## config.mk

```make
export PLATFORM = sky130hd
export DESIGN_NAME = hsw_host_flat
export DESIGN_NICKNAME = d
export VERILOG_FILES = /design/src/rtl/hsw_pkg.sv /design/src/rtl/hsw_if.sv /design/src/rtl/hsw_host.sv /design/src/flat_wrapper.sv
export SDC_FILE = /design/constraint.sdc
export NUM_CORES = 1
export LEC_CHECK = 0
export ABC_CLOCK_PERIOD_IN_PS = 2400
export CAP_MARGIN = 20
export CELL_PAD_IN_SITES_DETAIL_PLACEMENT = 1
export CELL_PAD_IN_SITES_GLOBAL_PLACEMENT = 1
export CORE_UTILIZATION = 52
export CTS_CLUSTER_DIAMETER = 100
export DETAILED_ROUTE_END_ITERATION = 16
export DONT_BUFFER_PORTS = 1
export PLACE_DENSITY = 0.84
export SYNTH_ARGS = -nofsm -noshare
export SYNTH_HDL_FRONTEND = slang
export SYNTH_SLANG_ARGS = --single-unit
```

## constraint.sdc

```tcl
create_clock -name CLK -period 2.4 [get_ports CLK]
set_input_delay 0.12 -clock CLK [delete_from_list [all_inputs] [get_ports CLK]]
set_output_delay 0.12 -clock CLK [all_outputs]
set_load 0.05 [all_outputs]
```

## src/rtl/hsw_pkg.sv

```systemverilog
// How it works
// - bit7 high while write fifo full
// - bit6 high when write fifo empty
// - bit5 high when read fifo full
// - bit4 high when read fifo empty
// - bit3 high while any engine busy
// - host waits idle before mode change
// - host waits idle before text setting change
// - bit2 high when display memory ready
// - host requests memory init before polling
// - bit1 high during reset, init, power save
// - inhibit set when pll clock stops
// - bit0 mirrors interrupt output
// - status word is read only
// - host polls inhibit on power transitions
package hsw_pkg;
  localparam int          HSW_W          = 8;
  localparam int          BIT_WR_FULL    = 7;
  localparam int          BIT_WR_EMPTY   = 6;
  localparam int          BIT_RD_FULL    = 5;
  localparam int          BIT_RD_EMPTY   = 4;
  localparam int          BIT_CORE_BUSY  = 3;
  localparam int          BIT_MEM_READY  = 2;
  localparam int          BIT_INHIBIT    = 1;
  localparam int          BIT_IRQ        = 0;
  localparam logic [7:0]  HSW_RESET      = 8'h50;
  // host-side software port register offsets
  localparam logic [3:0]  ADDR_STATUS    = 4'h0;
  localparam logic [3:0]  ADDR_CTRL      = 4'h1;
  localparam logic [3:0]  ADDR_EVT       = 4'h2;
  localparam logic [3:0]  ADDR_EVT_CLR   = 4'h3;
  localparam logic [3:0]  ADDR_EVT_EN    = 4'h4;
  localparam logic [3:0]  ADDR_SNAP      = 4'h5;
  // ctrl bits and event bits
  localparam int          CTRL_POLL_EN   = 0;
  localparam int          CTRL_INIT_REQ  = 1;
  localparam int          EVT_W          = 4;
  localparam int          EVT_IDLE       = 0;
  localparam int          EVT_MEM_READY  = 1;
  localparam int          EVT_INH_RISE   = 2;
  localparam int          EVT_INH_FALL   = 3;
  localparam logic [15:0] POLL_DIV       = 16'h000A;
endpackage

```

## src/rtl/hsw_if.sv

```systemverilog
// status read cycle between controller and host
interface hsw_if;
  import hsw_pkg::*;
  logic             rd_stb;
  logic [HSW_W-1:0] rd_data;
  logic             init_req;
  modport dev  (input rd_stb, input init_req, output rd_data);
  modport host (output rd_stb, output init_req, input rd_data);
endinterface

```

## src/rtl/hsw_host.sv

```systemverilog
// host end: polls the status word and raises events
module hsw_host
  import hsw_pkg::*;
#(
  parameter logic [15:0] POLL_CYCLES = POLL_DIV
)
(
  // clock and reset
  input  wire logic             CLK,
  input  wire logic             RST_N,
  // software port
  input  wire logic [3:0]       ADDR,
  input  wire logic [7:0]       WDATA,
  input  wire logic             WR,
  input  wire logic             RD,
  output logic      [7:0]       RDATA,
  // interrupt
  output logic                  IRQ,
  // device link
  hsw_if.host                   LINK
);
  import hsw_pkg::*;
  logic [15:0]      div_q;
  logic             tick;
  logic             poll_q;
  logic             got_q;
  logic [1:0]       ctrl_q;
  logic [HSW_W-1:0] stat_q;
  logic [HSW_W-1:0] prev_q;
  logic [EVT_W-1:0] evt_q;
  logic [EVT_W-1:0] en_q;
  logic [EVT_W-1:0] evt_set;
  logic [EVT_W-1:0] evt_clr;
  logic [7:0]       rdata_q;
  logic [7:0]       rsel;
  logic             wr_ctrl;

  // poll divider: one-cycle enable
  assign tick = (div_q == POLL_CYCLES - 16'h0001) && ctrl_q[CTRL_POLL_EN];
  always_ff @(posedge CLK or negedge RST_N) begin
    if (!RST_N) begin
      div_q <= 16'h0000;
    end else begin
      div_q <= tick || !ctrl_q[CTRL_POLL_EN] ? 16'h0000 : div_q + 16'h0001;
    end
  end

  // init request driven from ctrl register
  assign LINK.init_req = ctrl_q[CTRL_INIT_REQ];
  assign LINK.rd_stb   = tick;
  assign wr_ctrl       = WR && (ADDR == ADDR_CTRL);

  // edges of busy, memory ready and inhibit let software wait before changes
  assign evt_set[EVT_IDLE]      = got_q & prev_q[BIT_CORE_BUSY] & ~LINK.rd_data[BIT_CORE_BUSY];
  assign evt_set[EVT_MEM_READY] = got_q & ~prev_q[BIT_MEM_READY] & LINK.rd_data[BIT_MEM_READY];
  assign evt_set[EVT_INH_RISE]  = got_q & ~prev_q[BIT_INHIBIT] & LINK.rd_data[BIT_INHIBIT];
  assign evt_set[EVT_INH_FALL]  = got_q & prev_q[BIT_INHIBIT] & ~LINK.rd_data[BIT_INHIBIT];
  assign evt_clr = (WR && ADDR == ADDR_EVT_CLR) ? WDATA[EVT_W-1:0] : '0;

  // poll capture and event flags; set beats clear
  always_ff @(posedge CLK or negedge RST_N) begin
    if (!RST_N) begin
      got_q  <= 1'b0;
      stat_q <= HSW_RESET;
      prev_q <= HSW_RESET;
      evt_q  <= '0;
      en_q   <= '0;
      ctrl_q <= 2'h0;
    end else begin
      got_q <= tick;
      if (got_q) begin
        stat_q <= LINK.rd_data;
        prev_q <= LINK.rd_data;
      end
      evt_q <= (evt_q & ~evt_clr) | evt_set;
      if (WR && ADDR == ADDR_EVT_EN) en_q <= WDATA[EVT_W-1:0];
      if (wr_ctrl) ctrl_q <= WDATA[1:0];
    end
  end

  // software reads last polled flags at ADDR_STATUS; ADDR_SNAP returns only got_q
  // the status word is never written, only read
  assign rsel = (ADDR == ADDR_STATUS) ? stat_q :
                (ADDR == ADDR_CTRL)   ? {6'h00, ctrl_q} :
                (ADDR == ADDR_EVT)    ? {4'h0, evt_q} :
                (ADDR == ADDR_EVT_EN) ? {4'h0, en_q} :
                (ADDR == ADDR_SNAP)   ? {7'h00, got_q} : 8'h00;
  always_ff @(posedge CLK or negedge RST_N) begin
    if (!RST_N) begin
      rdata_q <= 8'h00;
    end else begin
      rdata_q <= RD ? rsel : 8'h00;
    end
  end
  assign RDATA = rdata_q;
  assign IRQ   = |(evt_q & en_q);
endmodule

```

## src/flat_wrapper.sv

```systemverilog
// flat-port wrapper written by rule: the top's interface ports become plain ports
module hsw_host_flat import hsw_pkg::*;
#(
  parameter logic [15:0] POLL_CYCLES = POLL_DIV
)
  (CLK, RST_N, ADDR, WDATA, WR, RD, RDATA, IRQ, LINK_rd_stb, LINK_init_req, LINK_rd_data);
  hsw_if LINK_i ();
  input  wire logic CLK;
  input  wire logic RST_N;
  input  wire logic [3:0] ADDR;
  input  wire logic [7:0] WDATA;
  input  wire logic WR;
  input  wire logic RD;
  output logic      [7:0] RDATA;
  output logic IRQ;
  output wire logic [$bits(LINK_i.rd_stb)-1:0] LINK_rd_stb;
  output wire logic [$bits(LINK_i.init_req)-1:0] LINK_init_req;
  input wire logic [$bits(LINK_i.rd_data)-1:0] LINK_rd_data;
  assign LINK_rd_stb = LINK_i.rd_stb;
  assign LINK_init_req = LINK_i.init_req;
  assign LINK_i.rd_data = LINK_rd_data;
  hsw_host #(.POLL_CYCLES(POLL_CYCLES)) u_core (.CLK(CLK), .RST_N(RST_N), .ADDR(ADDR), .WDATA(WDATA), .WR(WR), .RD(RD), .RDATA(RDATA), .IRQ(IRQ), .LINK(LINK_i));
endmodule
```

**After elaboration in Yosys (flattened, before gate mapping)**

Index checks and enable logic that the tools add are counted.

- Output and inout bits: 11
- Bits of input ports: 24
- Bits in latches: 0
- ROM bits: 0
- Memories: 0
- Bits in writable memories: 0
- Flip-flop bits (word level): 43

- Reductions and logical operators: 8
- Mux-type cells: 8
- Equality and inequality tests: 6
- Div/mod/pow operators: 0
- Magnitude comparators: 0
- Add/sub/neg operators: 1
- Bitwise logic cells: 16
- Shifts and indexed selects: 0
- Multipliers: 0

Operator list:

| operator | number |
|---|---|
| $mux 8 | 5 |
| $add 16x1->16 const B | 1 |
| $eq 16x4->1 const B | 1 |
| $mux 16 | 1 |
| $and 1x1->1 | 8 |
| $and 4x4->4 | 2 |
| $eq 4x2->1 const B | 2 |
| $eq 4x3->1 const B | 2 |
| $eq 4x1->1 const B | 1 |
| $logic_and 1x1->1 | 4 |
| $logic_not 4->1 | 1 |
| $mux 4 | 1 |
| $not 1->1 | 4 |
| $not 4->4 | 1 |
| $or 4x4->4 | 1 |
| $reduce_or 4->1 | 1 |
| $logic_not 1->1 | 1 |
| $logic_or 1x1->1 | 1 |
| $mux 1 | 1 |

**Longest topological paths before layout**

Gate-level depths: netlist of run 1.

- Depth in word-level cells: 7
- Mapped depth: 7

**Worst setup path before layout of run 1**

Ideal clock, no wire load.

- Kind: register -> register
- From: reg u_core.div_q[1]
- To: reg u_core.got_q
- Setup time: 0.203 ns
- Arrival: 1.594 ns
- Period minus slack after synthesis: 1.797 ns
- Cell stages (with the launch flop): 6
- Buffers on the path: 0
- Path slack: 0.603 ns
- Path through: dfrtp_1 > inv_1 > ha_1 > nor4b_1 > nand4_1 > nor2_1

- Longest elaborated chain between the ends: 2

Ends and longest elaborated chain:

| item | RTL line | text |
|---|---|---|
| from (decl) | hsw_host.sv:23 | `logic [15:0] div_q;` |
| from (signal assigned) | hsw_host.sv:44 | `div_q <= tick \|\| !ctrl_q[CTRL_POLL_EN] ? 16'h0000 : div_q + 16'h0001;` |
| $eq 16x4->1 | hsw_host.sv:39 | `assign tick = (div_q == POLL_CYCLES - 16'h0001) && ctrl_q[CTRL_POLL_EN];` |
| $logic_and 1x1->1 | hsw_host.sv:39 |  |
| net LINK_rd_stb | flat_wrapper.sv:16 | `output wire logic [$bits(LINK_i.rd_stb)-1:0] LINK_rd_stb;` |
| to (signal assigned) | hsw_host.sv:70 | `got_q <= tick;` |
| to (decl) | hsw_host.sv:26 | `logic got_q;` |

The timed path passes the listed nets, and every way through them passes these cells.
A chain may end at the register's enable or synchronous reset.

**Worst setup path after layout of run 1**

- From: reg u_core.div_q[1]
- To: out LINK_rd_stb

- Longest elaborated chain between the ends: 2

Ends and longest elaborated chain:

| item | RTL line |
|---|---|
| $eq 16x4->1 | hsw_host.sv:39 |
| $logic_and 1x1->1 | hsw_host.sv:39 |
| to (decl) | flat_wrapper.sv:16 |

No other way between the ends.

==> run metrics, run 1 <==
Buffers on Ports=0; drt wl/cell=roughly 22 µm; most frequent cell after synthesis=dfrtp_1; clock transition at the registers of the reported paths=about 0.090 ns; DRT iter0 DRCs=between 100 and 150; EDFF count, synth=0; Slew Viols, Final=0; post-synthesis simple-gate area fraction=0.210; WP buf/inv=2; largest net degree at the start of global routing=44; Total Power=~0.0017 W; DR pass1 iterations=5; fin crit share=0.798; P per Cell Area=between 700 and 800 mW/mm²; CTS Buffer Depth=2; sequential fraction of the synthesis area=0.551; Post-Layout Cell Count=between 200 and 250; Clock Latency Late Sink=0.31 ns; Core Area=0.00347 mm²; final setup violating endpoints=0; clock sinks=43; final net count=228; Final min period=1.91 ns; CTS tree=yes; clk root buf=clkbuf_8; I/O pins=35; CP Data Arrival Time=1.79 ns; initial antenna violation count=0; Mapped Avg Cell Area=approximately 11 µm²; gr ovfl total=0; DP Cell Count=224; cell row count=21; # H-tree levels=2; post-synthesis mux area share=0.0786; slowest CP cell=dfrtp_1; ratio of cells with drive above 1 in the final layout=0.128; CTS Hold Bufs=16; dpl ws=about 0.54 ns; setup TNS=0 ns; routed wire length=between 5 and 6 mm; crit-path leading delay family=simple AND/OR/NAND/NOR gates; ANT cells=0; Post-Synthesis Cells=about 180; Peak supply drop=0.419 mV; cts bufs inserted=5; count of cell types in the netlist=34; Final GP Congestion=about 0.81; Hold Crit Class=in -> reg; relative slew slack=0.582; ANT nets after route=0; post-synth top area share=0.524; worst setup margin=just under 0.5 ns; Synth Area in XOR/XNOR=0.0537; Primary FF master, synth=dfrtp_1; All-Layer GR Usage=0.312; setup bufs post-CTS=0; max-cap viol count=0; Ys Warns=0; Die Y=around 63 µm; Synth Area in Compound Gates=0.0710; status=complete, no violations; drt drc=0; worst-path cell chain=inv_1, ha_1, nor4b_1, nand4_1, nor2_1, buf_4; Sequential Area=0.00108 mm²; synth cell count leaders=41 x dfrtp_1, 19 x nor2_1, 16 x nand2_1; die area=between 0.004 and 0.005 mm²; vias in the first global route=around 1800; first-pass GRT wire length=9.21 mm; Crit path required time=approximately 2.3 ns; Critical Path Source Type=register; Worst path max stage delay=roughly 0.43 ns; detailed placer's ending HPWL=about 3.2 mm; width of the die=around 63 µm; synth top area cells=dfrtp_1 52%, mux2_2 6.3%, nor2_1 3.6%; clk_skew=approximately 0.012 ns; Setup Crit Path Kind=reg -> out; drt via density=6.12; Via Count=between 1500 and 2000; static leakage=a little under 1 nW; syn_nets=approximately 210; Multi-input gate area=about 830 µm²; fillers=373; RSZ-0062 raised after global routing=no; cts repair resizes=0; Final Hold Fails=0; largest family of logic cells by synthesized area=simple AND/OR/NAND/NOR gates; Post-synth ARST share=1.00; Worst Tran Pin Value=between 0.6 and 0.7 ns; Initial Util=0.564; Synth Area in Adders=0.0128; synthesized cell area=0.00196 mm²; number of synthesized register bits=between 40 and 50; crit-path max FO=5; Area Growth Syn to Fin=16.3%; area leader, netlist=dfrtp_1; Critical Path End Type=primary output; fmax=522 MHz
-- kinds of logic after synthesis --
kind of cell    Yosys count
compound gates           21
flops                    43
fa+ha+maj                 2
mux                      14
simple gates             78
buf+inv                  12
xor+xnor                 12
-- worst paths after layout --
check,start,end,slack (ns),cells past startpoint
max in group asynchronous,RST_N,u_core.stat_q[6],1.86,2
worst min-delay path,WDATA[2],u_core.evt_q[2],0.006,2
worst max register to register,u_core.div_q[0],u_core.div_q[14],0.51,5
min in group asynchronous,RST_N,u_core.RDATA[4],0.27,2
worst min register to register,u_core.stat_q[4],u_core.RDATA[4],0.52,1
worst max-delay path,u_core.div_q[1],LINK_rd_stb,0.49,6
-- cells in the final DEF (no fill, tap or decap), types with 3 or more instances in the layout --
cell type / count
a21oi_1: 7
nor3_1: 7
nand2_1: 16
dlygate4sd3_1: 16
nand4_1: 3
and2_1: 4
mux2i_1: 3
inv_1: 7
mux2_2: 11
nand3_1: 9
o2bb2ai_1: 4
dfrtp_1: 41
clkbuf_8: 5
xnor2_1: 8
nor4_1: 4
o21ai_0: 4
xor2_1: 4
nor2_1: 19
-- power breakdown --
group / internal, W / switching, W
Clock: 0.000208 / 0.000288
Sequential: 0.000818 / 0.000122
Combinational: 0.000112 / 0.000143
Total: 0.00114 / 0.000552
-- per-layer routing --
metal | GRT usage | wire length (µm)
met5 | 0 | 0
met4 | 0.131 | 155
met3 | 0.0725 | 201
met2 | 0.552 | 2930
met1 | 0.357 | 2230
-- metrics by stage --
step	util	instance area [µm²]	hold slack [ns]
2_1_floorplan	-	1960	-0.176
3_3_place_gp	0.578	2000	-0.175
3_5_place_dp	0.578	2000	-0.175
4_1_cts	0.653	2270	0.00230
5_1_grt	0.656	2280	0.00322
6_report	0.656	2280	0.00575
-- final cells by class --
type	instances	area share
flip-flops and latches	43	0.474
multi-input cells	127	0.366
repair buffers	18	0.0825
clock buffers	5	0.0302
well taps	46	0.0253
inverters	7	0.0115
clock inverters	3	0.0104
-- sequential cells by signal, indices dropped and copies added (netlist names) --
signal,flops
u_core.en_q,4
u_core.stat_q,8
u_core.RDATA,8
u_core.ctrl_q,2
u_core.evt_q,4
u_core.got_q,1
u_core.div_q,16
No activity file was read; power rests on OpenSTA's default activity.
==> inputs of run 2 (changes only) <==
ABC_CLOCK_PERIOD_IN_PS = 1600   (was 2400)
CORE_UTILIZATION = 43   (was 52)
PLACE_DENSITY = 0.74   (was 0.84)
clock period = 1.6 ns   (was 2.4 ns; I/O delays follow)
==> run 2 against run 1 <==
- the flow now finishes with violations (setup timing)
- clock-buffer cell count increased by 1
- final cell count increased by 10%
- register-to-register slack got worse by 0.63 ns
- critical path type unchanged
- largest cell class unchanged
- highest routed layer unchanged
==> run metrics, run 2 (synthesis gave the netlist of run 1 again) <==
Buffers on Ports=0; max-cap viol count=0; Via Count=around 1600; worst setup margin=-0.159 ns; Pint=~0.0022 W; max reg flops=16; initial antenna violation count=0; CTS tree=yes; dpl ws=-0.0820 ns; gr ovfl total=0; Crit path required time=approximately 1.5 ns; DRT iter0 DRCs=slightly below 60; routed wire length=between 5 and 6 mm; clock sinks=between 40 and 50; cts bufs inserted=5; Critical Path Source Type=register; Core Area=between 0.004 and 0.005 mm²; Final GP Congestion=0.808; Critical Path End Type=primary output; relative slew slack=0.599; drt wl/cell=~19 µm; Post-Layout Cell Count=between 200 and 300; Hold Crit Class=in -> reg; static leakage=between 1 and 1.5 nW; Setup Crit Path Kind=reg -> out; commonest non-fill, non-tap cell in the layout=dfrtp_1; clk_skew=0.0112 ns; CP Data Arrival Time=1.68 ns; Die Y=slightly below 70 µm; vias in the first global route=1713; fin crit share=1.10; Largest Register=u_core.div_q; Sw Pwr=0.000876 W; Clock Latency Late Sink=approximately 0.30 ns; # H-tree levels=2; RSZ-0062 raised after global routing=yes; Clk network pwr share=0.329; final core utilization=0.616; GR peak layer=met2; P per Cell Area=~1100 mW/mm²; violated checks=setup timing; crit-path max FO=2; drt drc=0; DR pass1 iterations=4; width of the die=69.5 µm; clock transition at the registers of the reported paths=0.09 ns; DP Cell Count=240; CTS Buffer Depth=2; Total Power=around 0.0031 W; met2 Use GR=0.397; ratio of cells with drive above 1 in the final layout=0.309; first-pass GRT wire length=around 8.3 mm; Initial Util=0.449; Comb pwr share=0.219; final net count=248; detailed placer's ending HPWL=3.15 mm; ANT cells=0; All-Layer GR Usage=0.219; most frequent cells in the layout=39 x dfrtp_1, 17 x dlygate4sd3_1, 17 x buf_4, 15 x nor2_4, 14 x nand2_1; Final Hold Fails=0; switching share of power=0.286; I/O pins=35; status=finished with violations; largest net degree at the start of global routing=44; Flop pwr share=0.452; Peak supply drop=~0.45 mV; clk root buf=clkbuf_8; setup TNS=-1.38 ns; Slew Viols, Final=0; fmax=about 570 MHz; Worst Tran Pin Value=0.596 ns; final setup violating endpoints=17; M3 GR Usage=0.0480; cell row count=24; ANT nets after route=0; drt via density=roughly 5.7; die area=a little under 0.005 mm²; met1 global-route usage=0.254; Final min period=~1.8 ns; Area Growth Syn to Fin=37.0%
run 2: cell types whose count changed in the layout (fill, tap and decap cells not counted), sizes merged:
cell	previous run	this run
clkbuf	5	6
clkinvlp	2	0
buf	2	21
inv	8	7
dlygate4sd3	16	17
bufinv	0	2
run 2: critical path, cell delays in order, from the launching register on:
cell,delay (ns)
dfrtp_1,0.39
inv_1,0.07
ha_2,0.18
nor4b_4,0.19
nand4_1,0.21
nor2_4,0.18
buf_12,0.15
run 2: what timing repair did:
action                                  CTS  global route
endpoints found under the hold margin    65             0
endpoints found under the setup margin   17            19
gates cloned                              1             0
pin swaps                                 5            14
setup buffers                             4             4
hold buffers                             18             0
gates resized for setup                   9            31
run 2: path summary, 6_finish.rpt:
kind / startpoint / endpoint / slack, ns / depth (start not counted)
worst min register to register: u_core.stat_q[5] / u_core.RDATA[5] / 0.49 / 1
max in group asynchronous: RST_N / u_core.stat_q[4] / 1.09 / 2
min in group asynchronous: RST_N / u_core.RDATA[4] / 0.24 / 2
worst max-delay path: u_core.div_q[1] / LINK_rd_stb / -0.16 / 6
worst min-delay path: ADDR[1] / u_core.RDATA[2] / 0.007 / 3
worst max register to register: u_core.div_q[1] / u_core.div_q[14] / -0.12 / 7
run 2: area by class of cell:
type	instances	area [µm²]
Inverter	7	26.3
Timing Repair Buffer	38	385
Multi-Input combinational cell	127	990
Clock buffer	6	72.6
Tap cell	52	65.1
Sequential cell	43	1080
Clock inverter	2	60.1
Fill cell	432	1670
run 2: through the flow:
stage	area, µm²	hold slack, ns
4_1_cts	2530	0.00847
2_1_floorplan	1960	-0.216
6_report	2680	0.00689
3_5_place_dp	2120	-0.215
3_3_place_gp	2120	-0.215
5_1_grt	2680	0.0248
run 2: per-layer routing:
| layer | share of wire | wire, µm |
|---|---|---|
| met5 | 0 | 0 |
| met4 | 0.020 | 106 |
| met3 | 0.033 | 175 |
| met2 | 0.54 | 2820 |
| met1 | 0.41 | 2150 |
run 2: power by group through the flow:
stage / Clock, W / Combinational [W] / Sequential, W
CTS: 0.00102 / 0.000543 / 0.00137
global placement: 0 / 0.000348 / 0.00139
global route: 0.00106 / 0.000726 / 0.00140
detailed placement: 0 / 0.000372 / 0.00140
floorplan: 0 / 0.000259 / 0.00137
finish: 0.00101 / 0.000671 / 0.00138
==> inputs of run 3 (changes only) <==
ABC_CLOCK_PERIOD_IN_PS = 1920   (was 1600)
CORE_UTILIZATION = 48   (was 43)
PLACE_DENSITY = 0.78   (was 0.74)
SKIP_CTS_REPAIR_TIMING = 1   (was default)
clock period = 1.92 ns   (was 1.6 ns; I/O delays follow)
==> run 3 against run 2 <==
- the run ends with hold timing left
- routed wire length down 5.8%
- critical endpoint unchanged
- utilization down 0.50 points
- non-clock buffer count down 19
- via count down 5.5%
- highest routed layer unchanged
- largest cell class unchanged
- critical path depth unchanged
- setup slack better by 0.26 ns
- total power down 32%
- register-to-register slack better by 0.28 ns
- clock power down 43%
- hold slack worse by 0.012 ns
- sequential share of layout area up 6.6 points
==> run metrics, run 3 (synthesis gave the netlist of run 1 again) <==
gr ovfl total=0; Critical Path End Type=primary output; crit-path leading delay family=simple AND/OR/NAND/NOR gates; I/O pins=35; Worst Tran Pin Value=roughly 0.65 ns; ANT nets after route=0; Clock Latency Late Sink=between 0.3 and 0.4 ns; Worst path max stage delay=between 0.4 and 0.5 ns; RSZ-0062 raised after global routing=no; clk_skew=between 0.015 and 0.02 ns; status=finished with violations; crit-path max FO=5; CP Data Arrival Time=1.72 ns; most frequent cells in the layout=40 x dfrtp_1, 19 x nor2_1, 16 x nand2_1, 16 x dlygate4sd3_1, 11 x mux2_2; worst-path cell chain=inv_1, ha_1, nor4b_2, nand4_1, nor2_1, buf_4; clk root buf=clkbuf_8; ANT cells=0; die area=around 0.0043 mm²; cts bufs inserted=5; Via Count=between 1000 and 1500; drt drc=0; static leakage=~0.99 nW; Peak supply drop=0.464 mV; fmax=around 550 MHz; drt via density=around 5.8; Area Growth Syn to Fin=17.6%; largest net degree at the start of global routing=44; clock sinks=43; drt wl/cell=slightly below 20 µm; cell row count=22; routed wire length=slightly below 5 mm; WP buf/inv=2; Crit path required time=roughly 1.8 ns; CTS Buffer Depth=2; DR pass1 iterations=4; commonest non-fill, non-tap cell in the layout=dfrtp_1; Final min period=around 1.8 ns; worst hold slack=-0.00483 ns; relative slew slack=0.565; violated checks=hold timing; fin crit share=0.945; max-cap viol count=0; detailed placer's ending HPWL=between 3 and 4 mm; All-Layer GR Usage=0.230; max reg flops=16; Final GP Congestion=around 0.84; Critical Path Source Type=register; vias in the first global route=1547; Initial Util=0.519; CTS tree=yes; Die Y=approximately 66 µm; final core utilization=0.610; width of the die=~66 µm; slowest CP cell=dfrtp_1; clock transition at the registers of the reported paths=~0.09 ns; DRT iter0 DRCs=around 100; P per Cell Area=905 mW/mm²; Core Area=roughly 0.0038 mm²; setup TNS=0 ns; final setup violating endpoints=0; # H-tree levels=2; initial antenna violation count=0; first-pass GRT wire length=between 7 and 8 mm; Final Hold Fails=1; Slew Viols, Final=0; Hold Crit Class=in -> reg; Buffers on Ports=0; ratio of cells with drive above 1 in the final layout=0.147; Setup Crit Path Kind=reg -> out; final net count=229; Largest Register=u_core.div_q
[run 3: cell count changes in the layout (fill, tap and decap cells not counted), sizes merged]
cell | previous run | this run
buf | 21 | 3
clkinv | 0 | 1
bufinv | 2 | 0
clkinvlp | 0 | 1
dlygate4sd3 | 17 | 16
[run 3: final cells by class]
type                    count  area (µm²)
clock buffers               6        72.6
flip-flops and latches     43        1080
inverters                   7        26.3
clock inverters             2        12.5
repair buffers             19         203
multi-input cells         127         848
well taps                  48        60.1
fillers                   403        1470
[run 3: worst register-to-register path, cell delays in order, from the launching register on]
cell and delay [ns]:
dfrtp_1 0.43, ha_2 0.26, nand2_1 0.11, or2_0 0.23, or4_1 0.50, a21oi_1 0.15
[run 3: final timing paths]
check                                      start                to  slack, ns  depth (start not counted)
worst max-delay path             u_core.div_q[1]       LINK_rd_stb       0.11                          6
worst min-delay path                     ADDR[1]   u_core.RDATA[1]     -0.005                          3
min in group asynchronous                  RST_N  u_core.ctrl_q[1]       0.30                          2
max in group asynchronous                  RST_N  u_core.stat_q[4]       1.36                          2
worst min register to register  u_core.stat_q[7]   u_core.RDATA[7]       0.51                          1
worst max register to register   u_core.div_q[1]  u_core.div_q[14]       0.16                          5
[run 3: power by group]
part | internal, W | switching, W
combinational | 0.000160 | 0.000176
sequential | 0.00102 | 0.000147
clock | 0.000255 | 0.000323
total | 0.00144 | 0.000645
[run 3: per-layer routing]
metal,vias up,GRT usage,wire (µm)
met4,0,0.117,111
met1,749,0.264,2000
met3,13,0.0672,220
met2,36,0.386,2620
met5,-,0,0
li1,675,-,-
[run 3: per-stage QoR]
stage,instance area [µm²],cells,total power (W),hold WS [ns],setup WS [ns]
after floorplan,1960,182,0.00136,-0.200,0.123
final,2300,252,0.00208,-0.00483,0.105
after detailed placement,2010,227,0.00143,-0.199,0.114
after CTS,2100,235,0.00201,-0.532,0.0425
after global routing,2300,252,0.00219,0.000170,0.0119
after global placement,2010,227,0.00141,-0.199,0.199
